[src/hw/pmic_irq_regs.svh]
// Purpose: register offsets, field positions and reset values
// Assumes: 8-bit register port, byte offsets
// Notes:   definitions only
`ifndef PMIC_IRQ_REGS_SVH
`define PMIC_IRQ_REGS_SVH

// ==========================================
// offsets
`define OFS_TOP_MASK_A  8'h20
`define OFS_TOP_MASK_B  8'h21
`define OFS_REG_MASK    8'h22
`define OFS_METER_SEL   8'h24
`define OFS_METER_HI    8'h25
`define OFS_METER_LO    8'h26
`define OFS_TOP_FLAG_A  8'h28
`define OFS_TOP_FLAG_B  8'h29
`define OFS_REG_FLAG    8'h2A

// ==========================================
// top mask / flag a fields
`define BIT_PG_EVENT    7
`define BIT_SYNC_CLK    4
`define BIT_THERMAL     2
`define BIT_METER       0
// top mask / flag b fields
`define BIT_REG_RESET   0
// regulator mask / flag fields, then the meter select field
`define BIT_R2_PG_FALL  7
`define BIT_R2_PG_RISE  6
`define BIT_R2_PG       6
`define BIT_R2_LIMIT    4
`define BIT_R1_PG_FALL  3
`define BIT_R1_PG_RISE  2
`define BIT_R1_PG       2
`define BIT_R1_LIMIT    0
`define BIT_SELECT      0

// ==========================================
// writable-bit masks and reset values
`define WMASK_TOP_A     8'hFF
`define WMASK_TOP_B     8'hFF
`define WMASK_REG       8'hDD
`define WMASK_SEL       8'hFF
`define RST_MASK_ALL    8'hFF
`define RST_ZERO        8'h00
`define RST_RESULT      9'h000

`endif

[src/hw/pmic_irq_pkg.sv]
// Purpose: types shared by the mask and load meter block
// Assumes: nothing
// Notes:   one-hot meter sequencer states
package pmic_irq_pkg;

	// ==========================================
	// meter sequencer
	typedef enum logic [2:0] {
		meter_idle = 3'h1,
		meter_busy = 3'h2,
		meter_post = 3'h4
	} meter_state_type;

endpackage : pmic_irq_pkg

[src/hw/pmic_irq_mask_and_load_meter.sv]
// Purpose: interrupt masks, latched flags and load meter trigger
// Assumes: register port driven by the serial front end, one
//          access per cycle; all inputs synchronous to ref_clk
// Notes:   masks gate only the interrupt output, never flags or
//          raw state
//          a mask write in a reload cycle is lost
// Contract
// [RULE_01] top mask a bit 7 gates the power-good event; 1 blocks.
// [RULE_02] masks touch only the interrupt; raw state stays true.
// [RULE_03] top mask a bit 4 gates clock detection interrupt.
// [RULE_04] top mask a bit 2 gates thermal warning interrupt.
// [RULE_05] top mask a bit 0 gates measurement ready interrupt.
// [RULE_06] top mask b bit 0 gates register reset; 7:1 reserved.
// [RULE_07] register reset reloads that mask bit from otp.
// [RULE_08] regulator mask bit 7 gates second buck falling pg.
// [RULE_09] regulator mask bit 6 gates second buck rising pg.
// [RULE_10] regulator mask bit 4 gates second buck current limit.
// [RULE_11] regulator mask bit 3 gates first buck falling pg.
// [RULE_12] regulator mask bit 2 gates first buck rising pg.
// [RULE_13] bit 0 gates first buck limit; bits 5,1 read zero.
// [RULE_14] select bit 0 picks buck measured; resets to first.
// [RULE_15] any write of the select register starts a measurement.
// [RULE_16] flags latch on events, cleared by writing one.
// [RULE_17] result is 9 bits, 20 mA step, low byte at 0x26.
// [RULE_18] interrupt high while any unmasked flag is set.
// [RULE_19] on completion, update result, then set ready flag.
// [RULE_20] mask reset values come from otp configuration.
`include "pmic_irq_regs.svh"

module pmic_irq_mask_and_load_meter
	import pmic_irq_pkg::*;
(
	input  wire logic       ref_clk,
	input  wire logic       sys_rst,
	// register port
	input  wire logic [7:0] reg_addr,
	input  wire logic       reg_wr,
	input  wire logic       reg_rd,
	input  wire logic [7:0] reg_wdata,
	output logic      [7:0] reg_rdata,
	// otp configuration
	input  wire logic [7:0] otp_top_mask_a,
	input  wire logic [7:0] otp_top_mask_b,
	input  wire logic [7:0] otp_reg_mask,
	input  wire logic       reg_reset_event,
	// raw state
	input  wire logic       power_good_pin_state,
	input  wire logic       sync_clk_state,
	input  wire logic       thermal_warning_state,
	input  wire logic       first_reg_pg_state,
	input  wire logic       second_reg_pg_state,
	input  wire logic       first_reg_limit_state,
	input  wire logic       second_reg_limit_state,
	// load meter
	input  wire logic       meter_done,
	input  wire logic [8:0] meter_result,
	output logic            meter_start,
	output logic            meter_buck_select,
	output logic            irq_out
);

	// ==========================================
	// declarations
	logic [7:0]      top_interrupt_mask_a;
	logic [7:0]      top_interrupt_mask_b;
	logic [7:0]      regulator_interrupt_mask;
	logic [7:0]      load_meter_select;
	logic [8:0]      load_result;
	logic [7:0]      top_flag_a;
	logic [7:0]      top_flag_b;
	logic [7:0]      reg_flag;
	logic [3:0]      pg_sub;
	logic [6:0]      prev_state;
	logic            otp_load;
	meter_state_type meter_state;
	// combinational terms
	logic [6:0]      raw_now;
	logic [7:0]      set_top_a;
	logic [7:0]      set_top_b;
	logic [7:0]      set_reg;
	logic [3:0]      set_sub;
	logic            wr_top_a;
	logic            wr_top_b;
	logic            wr_reg;
	logic            wr_sel;
	logic            wr_flag_a;
	logic            wr_flag_b;
	logic            wr_flag_r;
	logic            meter_set;
	logic            next_irq;
	logic [7:0]      next_rdata;

	// ==========================================
	// write decode
	// unmapped offsets decode to nothing, so such writes are lost
	assign wr_top_a  = reg_wr && (reg_addr == `OFS_TOP_MASK_A);
	assign wr_top_b  = reg_wr && (reg_addr == `OFS_TOP_MASK_B);
	assign wr_reg    = reg_wr && (reg_addr == `OFS_REG_MASK);
	assign wr_sel    = reg_wr && (reg_addr == `OFS_METER_SEL);
	assign wr_flag_a = reg_wr && (reg_addr == `OFS_TOP_FLAG_A);
	assign wr_flag_b = reg_wr && (reg_addr == `OFS_TOP_FLAG_B);
	assign wr_flag_r = reg_wr && (reg_addr == `OFS_REG_FLAG);

	// ==========================================
	// otp capture: masks load on the first edge after reset
	// release; a register reset event reloads them at its own
	// edge, the same edge that sets its flag, so a stale host
	// value never opens a gate for even one cycle
	always_ff @(posedge ref_clk or posedge sys_rst) begin
		if (sys_rst) begin
			otp_load <= 1'b1;
		end else begin
			otp_load <= 1'b0;
		end
	end

	// ==========================================
	// top mask a: reset masks everything until otp arrives
	// reserved bits store what is written and gate nothing
	always_ff @(posedge ref_clk or posedge sys_rst) begin
		if (sys_rst) begin
			top_interrupt_mask_a <= `RST_MASK_ALL;
		end else if (otp_load || reg_reset_event) begin
			top_interrupt_mask_a <= otp_top_mask_a;  // [RULE_20]
		end else if (wr_top_a) begin
			top_interrupt_mask_a <= reg_wdata & `WMASK_TOP_A;
		end
	end

	// ==========================================
	// top mask b: a host write lasts only until the next reload
	// bits 7:1 are plain storage with no function
	always_ff @(posedge ref_clk or posedge sys_rst) begin
		if (sys_rst) begin
			top_interrupt_mask_b <= `RST_MASK_ALL;
		end else if (otp_load || reg_reset_event) begin
			top_interrupt_mask_b <= otp_top_mask_b;  // [RULE_07]
		end else if (wr_top_b) begin
			top_interrupt_mask_b <= reg_wdata & `WMASK_TOP_B;
		end
	end

	// ==========================================
	// regulator mask: reserved bits forced to zero
	// on every path, otp load included, so they always read zero
	always_ff @(posedge ref_clk or posedge sys_rst) begin
		if (sys_rst) begin
			regulator_interrupt_mask <= `RST_MASK_ALL & `WMASK_REG;
		end else if (otp_load || reg_reset_event) begin
			regulator_interrupt_mask <= otp_reg_mask & `WMASK_REG;
		end else if (wr_reg) begin
			regulator_interrupt_mask <= reg_wdata & `WMASK_REG; // [RULE_13]
		end
	end

	// ==========================================
	// load meter select; each write is a start request
	// the whole byte is stored but only bit 0 steers the meter
	always_ff @(posedge ref_clk or posedge sys_rst) begin
		if (sys_rst) begin
			load_meter_select <= `RST_ZERO;               // [RULE_14]
			meter_start       <= 1'b0;
			meter_buck_select <= 1'b0;
		end else begin
			meter_start <= wr_sel;                        // [RULE_15]
			if (wr_sel) begin
				load_meter_select <= reg_wdata & `WMASK_SEL;
				meter_buck_select <= reg_wdata[`BIT_SELECT]; // [RULE_14]
			end
		end
	end

	// ==========================================
	// meter sequencer: result first, ready flag one cycle later
	// so software never sees the flag ahead of the data
	// a meter_done that comes while idle is dropped
	always_ff @(posedge ref_clk or posedge sys_rst) begin
		if (sys_rst) begin
			meter_state <= meter_idle;
			load_result <= `RST_RESULT;
		end else begin
			case (meter_state)
				meter_idle: begin
					if (wr_sel) begin
						meter_state <= meter_busy;
					end
				end
				meter_busy: begin
					if (meter_done) begin
						load_result <= meter_result;     // [RULE_17]
						meter_state <= meter_post;       // [RULE_19]
					end
				end
				meter_post: begin
					// a write here restarts without losing this result
					meter_state <= wr_sel ? meter_busy : meter_idle;
				end
				default: begin
					meter_state <= meter_idle;
				end
			endcase
		end
	end

	// ready pulse one edge behind the result capture
	assign meter_set = (meter_state == meter_post);   // [RULE_19]

	// ==========================================
	// event detection on raw state; masks are not consulted
	assign raw_now = {power_good_pin_state, sync_clk_state,
		thermal_warning_state, first_reg_pg_state,
		second_reg_pg_state, first_reg_limit_state,
		second_reg_limit_state};

	// previous raw levels; they start at zero, so inputs already
	// active at reset release look like fresh events
	always_ff @(posedge ref_clk or posedge sys_rst) begin
		if (sys_rst) begin
			prev_state <= 7'h00;
		end else begin
			prev_state <= raw_now;                       // [RULE_02]
		end
	end

	// pg state is 1 when invalid: 0->1 falls, 1->0 rises
	// thermal and limit events take rising edges only
	always_comb begin
		set_top_a = 8'h00;
		set_top_b = 8'h00;
		set_reg   = 8'h00;
		set_sub   = 4'h0;
		set_top_a[`BIT_PG_EVENT] = raw_now[6] ^ prev_state[6];
		set_top_a[`BIT_SYNC_CLK] = raw_now[5] ^ prev_state[5];
		set_top_a[`BIT_THERMAL]  = raw_now[4] & ~prev_state[4];
		set_top_a[`BIT_METER]    = meter_set;
		set_top_b[`BIT_REG_RESET] = reg_reset_event;
		set_sub[0] = raw_now[3] & ~prev_state[3];  // first falls
		set_sub[1] = ~raw_now[3] & prev_state[3];  // first rises
		set_sub[2] = raw_now[2] & ~prev_state[2];  // second falls
		set_sub[3] = ~raw_now[2] & prev_state[2];  // second rises
		set_reg[`BIT_R1_PG]    = set_sub[0] | set_sub[1];
		set_reg[`BIT_R2_PG]    = set_sub[2] | set_sub[3];
		set_reg[`BIT_R1_LIMIT] = raw_now[1] & ~prev_state[1];
		set_reg[`BIT_R2_LIMIT] = raw_now[0] & ~prev_state[0];
	end

	// ==========================================
	// latched flags: write one clears, a same-cycle event wins
	// so an event is never lost to a late clear
	always_ff @(posedge ref_clk or posedge sys_rst) begin
		if (sys_rst) begin
			top_flag_a <= `RST_ZERO;
			top_flag_b <= `RST_ZERO;
			reg_flag   <= `RST_ZERO;
		end else begin
			top_flag_a <= (top_flag_a
				& ~(wr_flag_a ? reg_wdata : 8'h00)) | set_top_a; // [RULE_16]
			top_flag_b <= (top_flag_b
				& ~(wr_flag_b ? reg_wdata : 8'h00)) | set_top_b; // [RULE_16]
			reg_flag   <= (reg_flag
				& ~(wr_flag_r ? reg_wdata : 8'h00)) | set_reg;   // [RULE_16]
		end
	end

	// which pg transition raised each regulator flag; cleared
	// together with the flag so the two edge masks apply apart
	// a new transition in the clear cycle still wins
	always_ff @(posedge ref_clk or posedge sys_rst) begin
		if (sys_rst) begin
			pg_sub <= 4'h0;
		end else begin
			pg_sub[1:0] <= (pg_sub[1:0] & ~{2{wr_flag_r
				&& reg_wdata[`BIT_R1_PG]}}) | set_sub[1:0];
			pg_sub[3:2] <= (pg_sub[3:2] & ~{2{wr_flag_r
				&& reg_wdata[`BIT_R2_PG]}}) | set_sub[3:2];
		end
	end

	// ==========================================
	// interrupt: any flag whose gate is open
	// a flag latched behind a closed gate raises the pin as soon
	// as the gate opens
	always_comb begin
		next_irq =
			(top_flag_a[`BIT_PG_EVENT]
				& ~top_interrupt_mask_a[`BIT_PG_EVENT])     // [RULE_01]
			| (top_flag_a[`BIT_SYNC_CLK]
				& ~top_interrupt_mask_a[`BIT_SYNC_CLK])     // [RULE_03]
			| (top_flag_a[`BIT_THERMAL]
				& ~top_interrupt_mask_a[`BIT_THERMAL])      // [RULE_04]
			| (top_flag_a[`BIT_METER]
				& ~top_interrupt_mask_a[`BIT_METER])        // [RULE_05]
			| (top_flag_b[`BIT_REG_RESET]
				& ~top_interrupt_mask_b[`BIT_REG_RESET])    // [RULE_06]
			| (pg_sub[2]
				& ~regulator_interrupt_mask[`BIT_R2_PG_FALL]) // [RULE_08]
			| (pg_sub[3]
				& ~regulator_interrupt_mask[`BIT_R2_PG_RISE]) // [RULE_09]
			| (reg_flag[`BIT_R2_LIMIT]
				& ~regulator_interrupt_mask[`BIT_R2_LIMIT])   // [RULE_10]
			| (pg_sub[0]
				& ~regulator_interrupt_mask[`BIT_R1_PG_FALL]) // [RULE_11]
			| (pg_sub[1]
				& ~regulator_interrupt_mask[`BIT_R1_PG_RISE]) // [RULE_12]
			| (reg_flag[`BIT_R1_LIMIT]
				& ~regulator_interrupt_mask[`BIT_R1_LIMIT]);  // [RULE_13]
	end

	// registered so decode glitches never reach the pin
	always_ff @(posedge ref_clk or posedge sys_rst) begin
		if (sys_rst) begin
			irq_out <= 1'b0;
		end else begin
			irq_out <= next_irq;                         // [RULE_18]
		end
	end

	// ==========================================
	// read mux; unmapped addresses read zero
	// reads have no side effect: flags clear only by writing one
	always_comb begin
		case (reg_addr)
			`OFS_TOP_MASK_A: next_rdata = top_interrupt_mask_a;
			`OFS_TOP_MASK_B: next_rdata = top_interrupt_mask_b;
			`OFS_REG_MASK:   next_rdata = regulator_interrupt_mask;
			`OFS_METER_SEL:  next_rdata = load_meter_select;
			`OFS_METER_HI:   next_rdata = {7'h00, load_result[8]};
			`OFS_METER_LO:   next_rdata = load_result[7:0]; // [RULE_17]
			`OFS_TOP_FLAG_A: next_rdata = top_flag_a;
			`OFS_TOP_FLAG_B: next_rdata = top_flag_b;
			`OFS_REG_FLAG:   next_rdata = reg_flag;
			default:         next_rdata = 8'h00;
		endcase
	end

	// read data holds until the next read strobe
	always_ff @(posedge ref_clk or posedge sys_rst) begin
		if (sys_rst) begin
			reg_rdata <= `RST_ZERO;
		end else if (reg_rd) begin
			reg_rdata <= next_rdata;
		end
	end

endmodule : pmic_irq_mask_and_load_meter

[config.mk]
export PLATFORM = sky130hd
export DESIGN_NAME = pmic_irq_mask_and_load_meter
export DESIGN_NICKNAME = d
export VERILOG_FILES = /design/src/hw/pmic_irq_pkg.sv /design/src/hw/pmic_irq_mask_and_load_meter.sv
export VERILOG_INCLUDE_DIRS = /design/src /design/src/hw
export SDC_FILE = /design/constraint.sdc
export NUM_CORES = 1
export LEC_CHECK = 0
export BUFFER_PORTS_ARGS = -buffer_cell sky130_fd_sc_hd__buf_2
export CORE_MARGIN = 3
export CORE_UTILIZATION = 56
export DETAILED_ROUTE_END_ITERATION = 10
export GPL_ROUTABILITY_DRIVEN = 0
export GPL_TIMING_DRIVEN = 1
export PLACE_DENSITY = 0.8
export SLEW_MARGIN = 20
export SYNTH_ARGS = -nofsm -noshare
export SYNTH_HDL_FRONTEND = slang
export SYNTH_SLANG_ARGS = --single-unit
[constraint.sdc]
create_clock -name ref_clk -period 3.2 [get_ports ref_clk]
set_input_delay 0 -clock ref_clk [delete_from_list [all_inputs] [get_ports ref_clk]]
set_output_delay 0 -clock ref_clk [all_outputs]
set_load 0.005 [all_outputs]
# Word level (Yosys, flattened, before mapping)

Index checks and enable logic that the tools add are counted.

Bitwise logic cells: 65
Reductions and logical operators: 15
Muxes and demuxes: 14
Equality and inequality tests: 14

Operators with widths:

| cell               | number |
|---|---|
| $eq 8x6->1 const B | 9 |
| $mux 8             | 9 |
| $pmux 8 s9         | 1 |
| $and 8x8->8        | 3 |
| $not 8->8          | 3 |
| $and 1x1->1        | 18 |
| $not 1->1          | 18 |
| $or 1x1->1         | 12 |
| $logic_and 1x1->1  | 9 |
| $pmux 3 s3         | 1 |
| $or 8x1->8         | 1 |
| $or 8x7->8         | 1 |
| $or 8x8->8         | 1 |
| $mux 3             | 2 |
| $reduce_bool 2->1  | 3 |
| $and 2x2->2        | 2 |
| $ne 2x2->1 const B | 2 |
| $not 2->2          | 2 |
| $or 2x2->2         | 2 |
| $reduce_and 2->1   | 2 |
| $eq 3x1->1 const B | 1 |
| $eq 3x2->1 const B | 1 |
| $eq 3x3->1 const B | 1 |
| $mux 2             | 1 |
| 2 further kinds    | 3 |

Bits in registers: 91
Input port bits: 62
Output and inout port bits: 11
Word-level logic and storage cells: 124

# Logic depth before layout (Yosys ltp)

Gate-level depths: netlist of the first run.

Depth in word-level cells: 12
Mapped depth: 8

# Worst setup path after synthesis of the first run

OpenSTA, ideal clock, no wires.

Path kind: reg2reg
Start point: reg otp_load
End point: reg regulator_interrupt_mask[0]
Slack: 1.494 ns
Path buffers: 2
Setup time: 0.093 ns
Arrival time: 1.613 ns
Cell stages (with the launch flop): 5
Clock period less this slack: 1.706 ns
Cell sequence: dfstp_2 nor2_1 clkbuf_1 clkbuf_1 a21oi_1

Word-level cells in the longest chain between the ends: 2
Elaborated cells between the ends (all ways): 3

Ends and longest elaborated chain:

| item                                        | RTL line                            | source |
|---|---|---|
| start, declared                             | pmic_irq_mask_and_load_meter.sv:74  | `logic otp_load;` |
| start signal, assigned                      | pmic_irq_mask_and_load_meter.sv:111 | `otp_load <= 1'b1;` |
| start signal, assigned                      | pmic_irq_mask_and_load_meter.sv:113 | `otp_load <= 1'b0;` |
| $logic_or 1x1->1 *                          | pmic_irq_mask_and_load_meter.sv:149 | `end else if (otp_load \|\| reg_reset_event) begin` |
| $mux 8 or $reduce_bool 2->1 (tied branches) | -                                   |  |
| end signal, assigned                        | pmic_irq_mask_and_load_meter.sv:148 | `` regulator_interrupt_mask <= `RST_MASK_ALL & `WMASK_REG; `` |
| end signal, assigned                        | pmic_irq_mask_and_load_meter.sv:150 | `` regulator_interrupt_mask <= otp_reg_mask & `WMASK_REG; `` |
| end signal, assigned                        | pmic_irq_mask_and_load_meter.sv:152 | `` regulator_interrupt_mask <= reg_wdata & `WMASK_REG; `` |
| end, declared                               | pmic_irq_mask_and_load_meter.sv:66  | `logic [7:0] regulator_interrupt_mask;` |

Every way passes the cells marked *; elsewhere a longest branch is shown, timed or not.
A chain may end at the register's enable or synchronous reset.

# Worst setup path in the final report of the first run

Start point: in reg_addr[4]
End point: reg top_interrupt_mask_b[7]

Word-level cells in the longest chain between the ends: 3

Ends and longest elaborated chain:

| item                        | RTL line                            | source |
|---|---|---|
| start, declared             | pmic_irq_mask_and_load_meter.sv:36  | `input wire logic [7:0] reg_addr,` |
| $eq 8x6->1                  | -                                   |  |
| $logic_and 1x1->1           | pmic_irq_mask_and_load_meter.sv:97  | `` assign wr_top_b = reg_wr && (reg_addr == `OFS_TOP_MASK_B); `` |
| $reduce_bool 2->1 (no line) | -                                   |  |
| end signal, assigned        | pmic_irq_mask_and_load_meter.sv:135 | `` top_interrupt_mask_b <= `RST_MASK_ALL; `` |
| end signal, assigned        | pmic_irq_mask_and_load_meter.sv:137 | `top_interrupt_mask_b <= otp_top_mask_b;` |
| end signal, assigned        | pmic_irq_mask_and_load_meter.sv:139 | `` top_interrupt_mask_b <= reg_wdata & `WMASK_TOP_B; `` |
| end, declared               | pmic_irq_mask_and_load_meter.sv:65  | `logic [7:0] top_interrupt_mask_b;` |

Every way passes these cells.

==> results of run 1 <==
[sequential cells by signal, indices dropped and copies added (netlist names), 3 cells and up]
signal,cells
load_meter_select,8
load_result,9
meter_state,3
pg_sub,4
prev_state,7
reg_flag,8
reg_rdata,8
regulator_interrupt_mask,6
top_flag_a,8
top_flag_b,8
top_interrupt_mask_a,8
top_interrupt_mask_b,8
[cell families (layout without fill, tap and decap cells)]
group                    count (synthesis)  in the layout  synth area share
buffers and inverters                   46            175           0.04578
XOR/XNOR                                 2              2          0.004218
AO/OA/AOI/OAI                          100            100            0.1693
adder cells (fa/ha/maj)                  4              4           0.01205
other                                    1              1         0.0009027
flip-flops                              88             88            0.5373
multiplexers                            46             46            0.1232
AND/OR/NAND/NOR                         93             93            0.1072
[routing by layer]
layer	vias up	global-route usage
met2	166	0.4288
li1	1591	-
met1	1667	0.3458
met5	-	0
met4	0	0.1188
met3	18	0.04512
[cell type report]
type	instances	area [sq um]
well taps	96	120.1
fillers	456	1634
repair buffers	132	960.9
multi-input cells	246	1734
inverters	27	102.6
clock buffers	11	141.4
flip-flops and latches	88	2232
clock inverters	5	56.30
[cell usage in the layout, fill, tap and decap left out, types with 3 or more instances in the layout]
cell type | synthesis | layout
dfrtp_1 | 64 | 64
a22o_1 | 15 | 15
mux2i_1 | 32 | 32
buf_2 | 2 | 70
buf_4 | 0 | 4
clkbuf_8 | 0 | 10
a21o_1 | 7 | 7
mux2_2 | 11 | 11
ha_1 | 4 | 4
nand2b_1 | 4 | 4
a21oi_1 | 19 | 19
inv_1 | 27 | 26
a21boi_0 | 15 | 15
o22ai_1 | 13 | 13
o21ai_0 | 12 | 12
nor2b_1 | 5 | 5
mux4_2 | 3 | 3
a222oi_1 | 4 | 4
nand2_1 | 45 | 45
dlygate4sd3_1 | 0 | 58
nor3_1 | 4 | 4
clkinv_2 | 0 | 3
dfstp_2 | 24 | 24
nor2_1 | 20 | 19
[how the worst min path moves through the flow]
stage                           startpoint                       to  slack, ns  cells past startpoint
floorplan           second_reg_limit_state  prev_state[0]$_DFF_PP0_       0.03                      0
global placement                   sys_rst  top_flag_a[1]$_DFF_PP0_       0.06                      2
detailed placement                 sys_rst  top_flag_a[1]$_DFF_PP0_       0.08                      2
CTS                                sys_rst  top_flag_a[1]$_DFF_PP0_       0.23                      3
global route                       sys_rst  top_flag_a[1]$_DFF_PP0_       0.24                      3
finish                             sys_rst  top_flag_a[1]$_DFF_PP0_       0.21                      3
[power groups by stage]
stage               Combinational, uW  Clock (uW)  Sequential (uW)
CTS                               275         787             1210
floorplan                         135           0             1220
detailed placement                217           0             1230
finish                            277         780             1210
global placement                  210           0             1220
global route                      306         828             1210
[cells in the mapped netlist, types with 11 or more instances]
cell / n
dfrtp_1: 64
nand2_1: 45
mux2i_1: 32
inv_1: 27
dfstp_2: 24
nor2_1: 20
a21oi_1: 19
a21boi_0: 15
a22o_1: 15
o22ai_1: 13
o21ai_0: 12
clkbuf_1: 11
mux2_2: 11
[worst max-delay path: cells and delay by family]
family,cells,cell delay [ns]
AOI/OAI and AO/OA,1,0.08
buffers and inverters,2,0.68
muxes,1,0.27
and+or+nand+nor,3,1.55
[metrics by stage]
| stage | instances | hold WS [ns] | cell area (sq um) | power [uW] | utilization |
|---|---|---|---|---|---|
| final | 605 | 0.2089 | 5348 | 2264 | 0.7660 |
| after global routing | 605 | 0.2446 | 5348 | 2347 | 0.7660 |
| after CTS | 605 | 0.2315 | 5348 | 2268 | 0.7660 |
| after detailed placement | 531 | 0.07566 | 4569 | 1444 | 0.6545 |
| after global placement | 531 | 0.06070 | 4569 | 1435 | 0.6545 |
| after floorplan | 380 | 0.03143 | 4154 | 1350 | - |
[timing repair]
item,CTS,global route
endpoints found under the hold margin,95,0
setup buffers,0,0
hold buffers,58,0
endpoints found under the setup margin,0,0
==> results.cfg, run 1 <==
[finish]
final_nets = 570
antenna_cells = 0
layout-drive-gt1-share = 0.2711
area_growth_pct = 28.73

[global_route]
grt_pass1_wl_um = 17330
grt_pass1_vias = 3483
grt_util_all_layers = 0.2633
grt_max_degree = 57
overflow = 0
antenna_found_initial = 0

[critical_path]
cp-startpoint = reg_addr[4]
rrSetupSlack_ns = 1.03
worstPathMaxFanout = 9
start_kind = input port
r2r-end = load_result[6]$_DFFE_PP0P_
crit_path_end_kind = flip-flop
critPathKind = input port to flip-flop
worstSetupEndpoint = top_interrupt_mask_b[7]$_DFFE_PP1P_
rr_startpoint = meter_state[2]$_DFFE_PP0P_
cpMaxStageDelayCell = or4b_4
slowest_delay_ns = 0.60
ff2ff_path_depth = 4
worstPathArrival_ns = 2.59
crit_chain = buf_2 > or4b_4 > nor3_2 > nand3_2 > mux2i_1 > a21oi_1 > dlygate4sd3_1
required_ns = 3.49

[pwr]
clkPwrFrac = 0.345
power.switching_uw = 565.7
power_density_nw_per_um2 = 423.5
swShare = 0.2498
intPower_uw = 1699
ir_worst_vdd_mv = 0.2580
leakage_uw = 0.002529
p_comb_frac = 0.122
p_seq_frac = 0.533

[clocking]
path_clk_slew_ns = 0.09
cts.path.max_buffers = 2
cts_root_buf = clkbuf_8
cts_resized = 0
insertion_delay_ns = 0.37
cts_tree = yes
cts_sinks = 88
htreeDepth = 3
cts_buffers = 9

[detailed_routing]
vias = 3442
drt.antenna.violating_nets = 0
dr_wl_met3_um = 772
wl_per_cell_um = 17.48
drc = 0
dr_wl_met2_um = 5123
routed.top_layer = met4
first_pass_iters = 5
dr.first_iter.drc_count = 327
post_drt_via_cell_ratio = 5.689
totalWireLength_um = 10580
met1Wirelength_um = 4403

[placed_design]
port_buffers = 70
pre_cts_ws_ns = 1.070
dp_hpwl_um = 6886

[logic_synthesis]
synthTopCellsByArea = dfrtp_1, dfstp_2, mux2i_1, nand2_1, a22o_1
yosys.area.top_type = dfrtp_1
ys.flop_type = dfrtp_1
yosys.area.top_type_share = 0.3855
ys_seq_elements = 88
syn_inst = 380
ys_async_sr_fraction = 1.000
synth_nets = 446
synth_area_sq_um = 4154
synth_cell_type_count = 47
yosysSeqAreaShare = 0.5373
synth.avg_cell_area_sq_um = 10.93
synth_warnings = 0
synth_edf_count = 0

[sta]
fin_ws_ns = 0.9039
post-route-min-period_ns = 2.296
setup-violations-final = 0
slew_headroom = 0.3162
tightest_slew_ns = 1.024
clock_skew_ns = 0.006424
rsz0062_at_grt = false
finalCritPeriodShare = 0.7175
fmax_mhz = 435.5
final-max-slew-violation-count = 0
hold_viol = 0
setup_tns_ns = 0

[worst_hold_path]
hold_path.class = input port to asynchronous set/reset pin

[floorplan]
std_cell_rows = 30
core_sq_um = 6982
die_y_um = 92.13
die_x_um = 92.13
io_pins = 73
initial_core_util = 0.5950
dieArea_sq_um = 8487

[status]
status = complete, no violations

[flow_run]
drv_cap = 0
Note: power is estimated with default switching activity, not from simulation.
==> run 2, diff against run 1 <==
- ABC_AREA: not set -> 1
- PLACE_DENSITY: 0.8 -> 0.79
- clock period: 3.2 -> 2.37 ns (I/O delays scaled with it)
==> run 2 against run 1 <==
Compared with the run above: clock power grew 29%; clock-buffer cell count is the same; hold slack lost 0.21 ns; critical path type is now flip-flop to flip-flop.
==> results.cfg, run 2 <==
[worst_hold_path]
hold_path.class = input port to flip-flop
hold_depth = 3
hold_end = load_meter_select[7]$_DFFE_PP0P_
min_from = reg_wdata[7]

[logic_synthesis]
ys_async_sr_fraction = 1.000
syn_inst = 511
ys.flop_type = dfrtp_1
yosysSeqAreaShare = 0.5077
synth_cell_type_count = 34
yosys.area.top_type = dfrtp_1
yosysMostFrequentCell = nand2_1
synthTopCellsByArea = dfrtp_1, dfstp_2, nand2_1, nand3_1, inv_1
synth_nets = 577
synthTopCellsByCount = nand2_1, dfrtp_1, inv_1
ys_seq_elements = 88
yosys.area.top_type_share = 0.3643
synth_edf_count = 0
synth_area_sq_um = 4397
synth_warnings = 0
synth.avg_cell_area_sq_um = 8.604

[critical_path]
rr_startpoint = otp_load$_DFF_PP1_
required_ns = 2.65
crit_path_end_kind = flip-flop
cp-startpoint = otp_load$_DFF_PP1_
worstPathMaxFanout = 22
critPathKind = flip-flop to flip-flop
worstPathArrival_ns = 1.99
r2r-end = top_interrupt_mask_b[0]$_DFFE_PP1P_
ff2ff_path_depth = 5
start_kind = flip-flop
rrSetupSlack_ns = 0.67

[global_route]
grt_use_met2 = 0.4451
grt-busiest-layer = met2
antenna_found_initial = 0
grt_max_degree = 50
met1_usage = 0.3440
grt_pass1_vias = 3832
grt.met3_usage = 0.04462
grt_pass1_wl_um = 18330
overflow = 0
grt_util_all_layers = 0.2693

[finish]
layout_commonest_cell = nand2_1
top_register = load_result
n_fill_cell = 555
final_nets = 692
area_growth_pct = 24.10
largest_reg_flops = 9
antenna_cells = 0
multi_input_area_sq_um = 1798
mostFrequentLayoutCells = nand2_1, buf_2, dfrtp_1
ff_latch_area_sq_um = 2232
instances_no_fill = 730
layout-drive-gt1-share = 0.2441

[floorplan]
core_sq_um = 7447
io_pins = 73
dieArea_sq_um = 8950
die_y_um = 94.61
initial_core_util = 0.5904
die_x_um = 94.61
std_cell_rows = 31

[clocking]
cts_root_buf = clkbuf_8
insertion_delay_ns = 0.37
cts_resized = 0
post_cts.repair.setup_buffers = 0
path_clk_slew_ns = 0.08
cts_sinks = 88
cts_buffers = 9
htreeDepth = 3
cts.path.max_buffers = 2
cts_tree = yes

[placed_design]
port_buffers = 70
pre_cts_ws_ns = 0.7924
placed_cells = 667
dp_hpwl_um = 7832

[detailed_routing]
drt.antenna.violating_nets = 0
dr.first_iter.drc_count = 335
totalWireLength_um = 11200
vias = 3939
first_pass_iters = 6
post_drt_via_cell_ratio = 5.396
wl_per_cell_um = 15.34
drc = 0

[sta]
final-max-slew-violation-count = 0
rsz0062_at_grt = false
setup_tns_ns = 0
tightest_slew_ns = 0.6741
setup-violations-final = 0
fmax_mhz = 587.7
fin_ws_ns = 0.6684
post-route-min-period_ns = 1.702
slew_headroom = 0.5501
hold_viol = 0
finalCritPeriodShare = 0.7180
clock_skew_ns = 0.008981

[flow_run]
drv_cap = 0

[pwr]
power_density_nw_per_um2 = 613.4
leakage_uw = 0.002735
ir_worst_vdd_mv = 0.3666

[status]
status = complete, no violations
run 2: cell type report:
| cell class | instances | area share |
|---|---|---|
| clock buffer | 11 | 0.02408 |
| clock inverter | 5 | 0.01055 |
| inverter | 63 | 0.04357 |
| multi-input combinational | 343 | 0.3295 |
| sequential | 88 | 0.4091 |
| tap | 99 | 0.02270 |
| timing repair buffer | 121 | 0.1605 |
run 2: stage by stage:
| step | total power (uW) | area (sq um) | utilization | hold slack [ns] |
|---|---|---|---|---|
| after floorplan | 2123 | 4397 | - | 0.03143 |
| after global placement | 2265 | 4797 | 0.6442 | 0.1088 |
| after detailed placement | 2293 | 4797 | 0.6442 | 0.1135 |
| after CTS | 3355 | 5456 | 0.7327 | 0.0002455 |
| final | 3347 | 5456 | 0.7327 | 0.002815 |
| after global routing | 3509 | 5456 | 0.7327 | 0.04343 |
run 2: repair_timing:
item	in CTS	in global routing
endpoints found under the setup margin	0	0
hold buffers	47	0
hold endpoints to repair	98	0
run 2: report_power, final:
part | switching, uW | internal (uW) | total, uW
Sequential | 110 | 1700 | 1810
Clock | 524 | 488 | 1010
Combinational | 302 | 228 | 530
run 2: layer usage:
layer | wire, um | part of all wire
met4 | 359 | 0.032
met5 | 0 | 0
met2 | 5388 | 0.48
met3 | 637 | 0.057
met1 | 4809 | 0.43
run 2: cells by family (layout without fill, tap and decap cells):
kind of cell	count (synthesis)	after routing	synth area share
AND/OR/NAND/NOR	229	229	0.2496
XOR/XNOR	2	2	0.003985
other	1	1	0.0008529
buffers and inverters	80	200	0.08338
adder cells (fa/ha/maj)	4	4	0.01138
flip-flops	88	88	0.5077
AO/OA/AOI/OAI	107	107	0.1431
run 2: worst max path at each step:
stage | cells after the start | slack [ns] | end
CTS | 5 | 0.77 | top_interrupt_mask_a[6]$_DFFE_PP1P_
detailed placement | 5 | 0.79 | top_interrupt_mask_a[6]$_DFFE_PP1P_
global placement | 11 | 0.81 | reg_rdata[3]$_DFFE_PP0P_
floorplan | 1 | 0.13 | irq_out$_DFF_PP0_
finish | 5 | 0.67 | top_interrupt_mask_b[0]$_DFFE_PP1P_
global route | 7 | 0.57 | regulator_interrupt_mask[7]$_DFFE_PP1P_
run 2: critical path: stages (launching register included):
cell and delay [ns]:
dfstp_2 0.53, nor2_2 0.06, inv_1 0.47, buf_4 0.28
a21oi_1 0.09, o21ai_2 0.19
==> run 3, diff against run 2 <==
- clock period: 2.37 -> 1.6 ns (I/O delays scaled with it)
==> run 3 against run 2 <==
Compared with the run above: cell area up 0.83%; flip-flop and latch count unchanged; clock skew grew 0.00075 ns; clock power grew 56%; critical path type unchanged; final cell count is 0.27% higher.
==> results.cfg, run 3 (synthesis results as in run 2) <==
[critical_path]
critPathKind = flip-flop to flip-flop
worstPathArrival_ns = 1.75
required_ns = 1.88
cpMaxStageDelayCell = dfstp_2
crit_chain = nor2_2 > inv_1 > buf_12 > nor2_1 > a21oi_1 > o21ai_2
worstPathMaxFanout = 28
start_kind = flip-flop
crit_path_end_kind = flip-flop
ff2ff_path_depth = 6
slowest_delay_ns = 0.38

[clocking]
cts_buffers = 9
path_clk_slew_ns = 0.09
cts_root_buf = clkbuf_8
cts_tree = yes
htreeDepth = 3
cts.path.max_buffers = 2
insertion_delay_ns = 0.36
cts_sinks = 88

[finish]
final_nets = 694
layout_commonest_cell = nand2_1
antenna_cells = 0
largest_reg_flops = 9
mostFrequentLayoutCells = nand2_1, buf_2, dfrtp_1
top_register = load_result
instances_no_fill = 732
area_growth_pct = 25.13
layout-drive-gt1-share = 0.2496
n_fill_cell = 571

[placed_design]
placed_cells = 669
port_buffers = 70
dp_hpwl_um = 7834

[floorplan]
std_cell_rows = 31
die_x_um = 94.61
core_sq_um = 7447
dieArea_sq_um = 8950
die_y_um = 94.61
io_pins = 73
initial_core_util = 0.5904

[sta]
final-max-slew-violation-count = 0
hold_viol = 0
finalCritPeriodShare = 0.9185
post-route-min-period_ns = 1.470
fmax_mhz = 680.4
clock_skew_ns = 0.009731
fin_hold_ws_ns = 0.009363
setup-violations-final = 0
rsz0062_at_grt = false
setup_tns_ns = 0

[global_route]
grt_pass1_vias = 3855
overflow = 0
grt_max_degree = 89
grt_pass1_wl_um = 18650
grt_util_all_layers = 0.2722
antenna_found_initial = 0

[pwr]
ir_worst_vdd_mv = 0.6231
power_density_nw_per_um2 = 920.3
leakage_uw = 0.002755

[detailed_routing]
wl_per_cell_um = 15.81
dr.first_iter.drc_count = 380
drt.antenna.violating_nets = 0
vias = 3936
totalWireLength_um = 11580
drc = 0
first_pass_iters = 6
post_drt_via_cell_ratio = 5.377

[flow_run]
drv_cap = 0

[status]
status = complete, no violations

[worst_hold_path]
hold_path.class = input port to flip-flop
hold_depth = 3
run 3: cell type report:
| type | instances | area [sq um] | share of cell area |
|---|---|---|---|
| tap | 99 | 123.9 | 0.02252 |
| timing repair buffer | 123 | 903.4 | 0.1642 |
| sequential | 88 | 2232 | 0.4057 |
| multi-input combinational | 343 | 1798 | 0.3268 |
| inverter | 63 | 240.2 | 0.04367 |
| clock buffer | 10 | 137.6 | 0.02502 |
| clock inverter | 6 | 66.31 | 0.01205 |
run 3: path summary, 6_finish.rpt:
path | from | end | slack, ns
max in group asynchronous | sys_rst | top_interrupt_mask_b[3]$_DFFE_PP1P_ | 0.92
max | otp_load$_DFF_PP1_ | top_interrupt_mask_b[4]$_DFFE_PP1P_ | 0.13
min in group asynchronous | sys_rst | prev_state[6]$_DFF_PP0_ | 0.29
max reg2reg | otp_load$_DFF_PP1_ | top_interrupt_mask_b[4]$_DFFE_PP1P_ | 0.13
min | reg_wdata[7] | load_meter_select[7]$_DFFE_PP0P_ | 0.009
min reg2reg | prev_state[0]$_DFF_PP0_ | reg_flag[4]$_DFF_PP0_ | 0.42
run 3: critical path: cells and delay by family (launching register included):
kind | cells | cell delay (ns)
flip-flops | 1 | 0.38
AO/OA/AOI/OAI | 2 | 0.26
buffers and inverters | 2 | 0.32
AND/OR/NAND/NOR | 2 | 0.42
run 3: what timing repair did:
item                                   CTS  global route
setup buffers                            0             0
gates resized for setup                  0             0
hold buffers                            47             0
endpoints found under the hold margin  123             0
run 3: metrics by stage:
stage	total power, uW	instance area, sq um	utilization	worst slack (ns)
2_1_floorplan	3145	4400	-	0.3344
3_3_place_gp	3369	4827	0.6482	0.2806
3_5_place_dp	3410	4827	0.6482	0.2113
4_1_cts	5067	5502	0.7387	0.1778
5_1_grt	5284	5502	0.7387	0.01908
6_report	5063	5502	0.7387	0.1304
run 3: per-layer routing:
metal | global-route usage | share of wire | vias up
met3 | 0.06215 | 0.080 | 32
met2 | 0.4433 | 0.49 | 197
li1 | - | - | 1881
met5 | 0 | 0 | -
met4 | 0.09615 | 0.025 | 0
met1 | 0.3581 | 0.41 | 1826
run 3: power by group:
part           total (uW)  internal (uW)  switching [uW]  leakage (uW)
clock network        1580            773             812      0.000107
logic                 808            347             461       0.00164
registers            2670           2510             159       0.00101
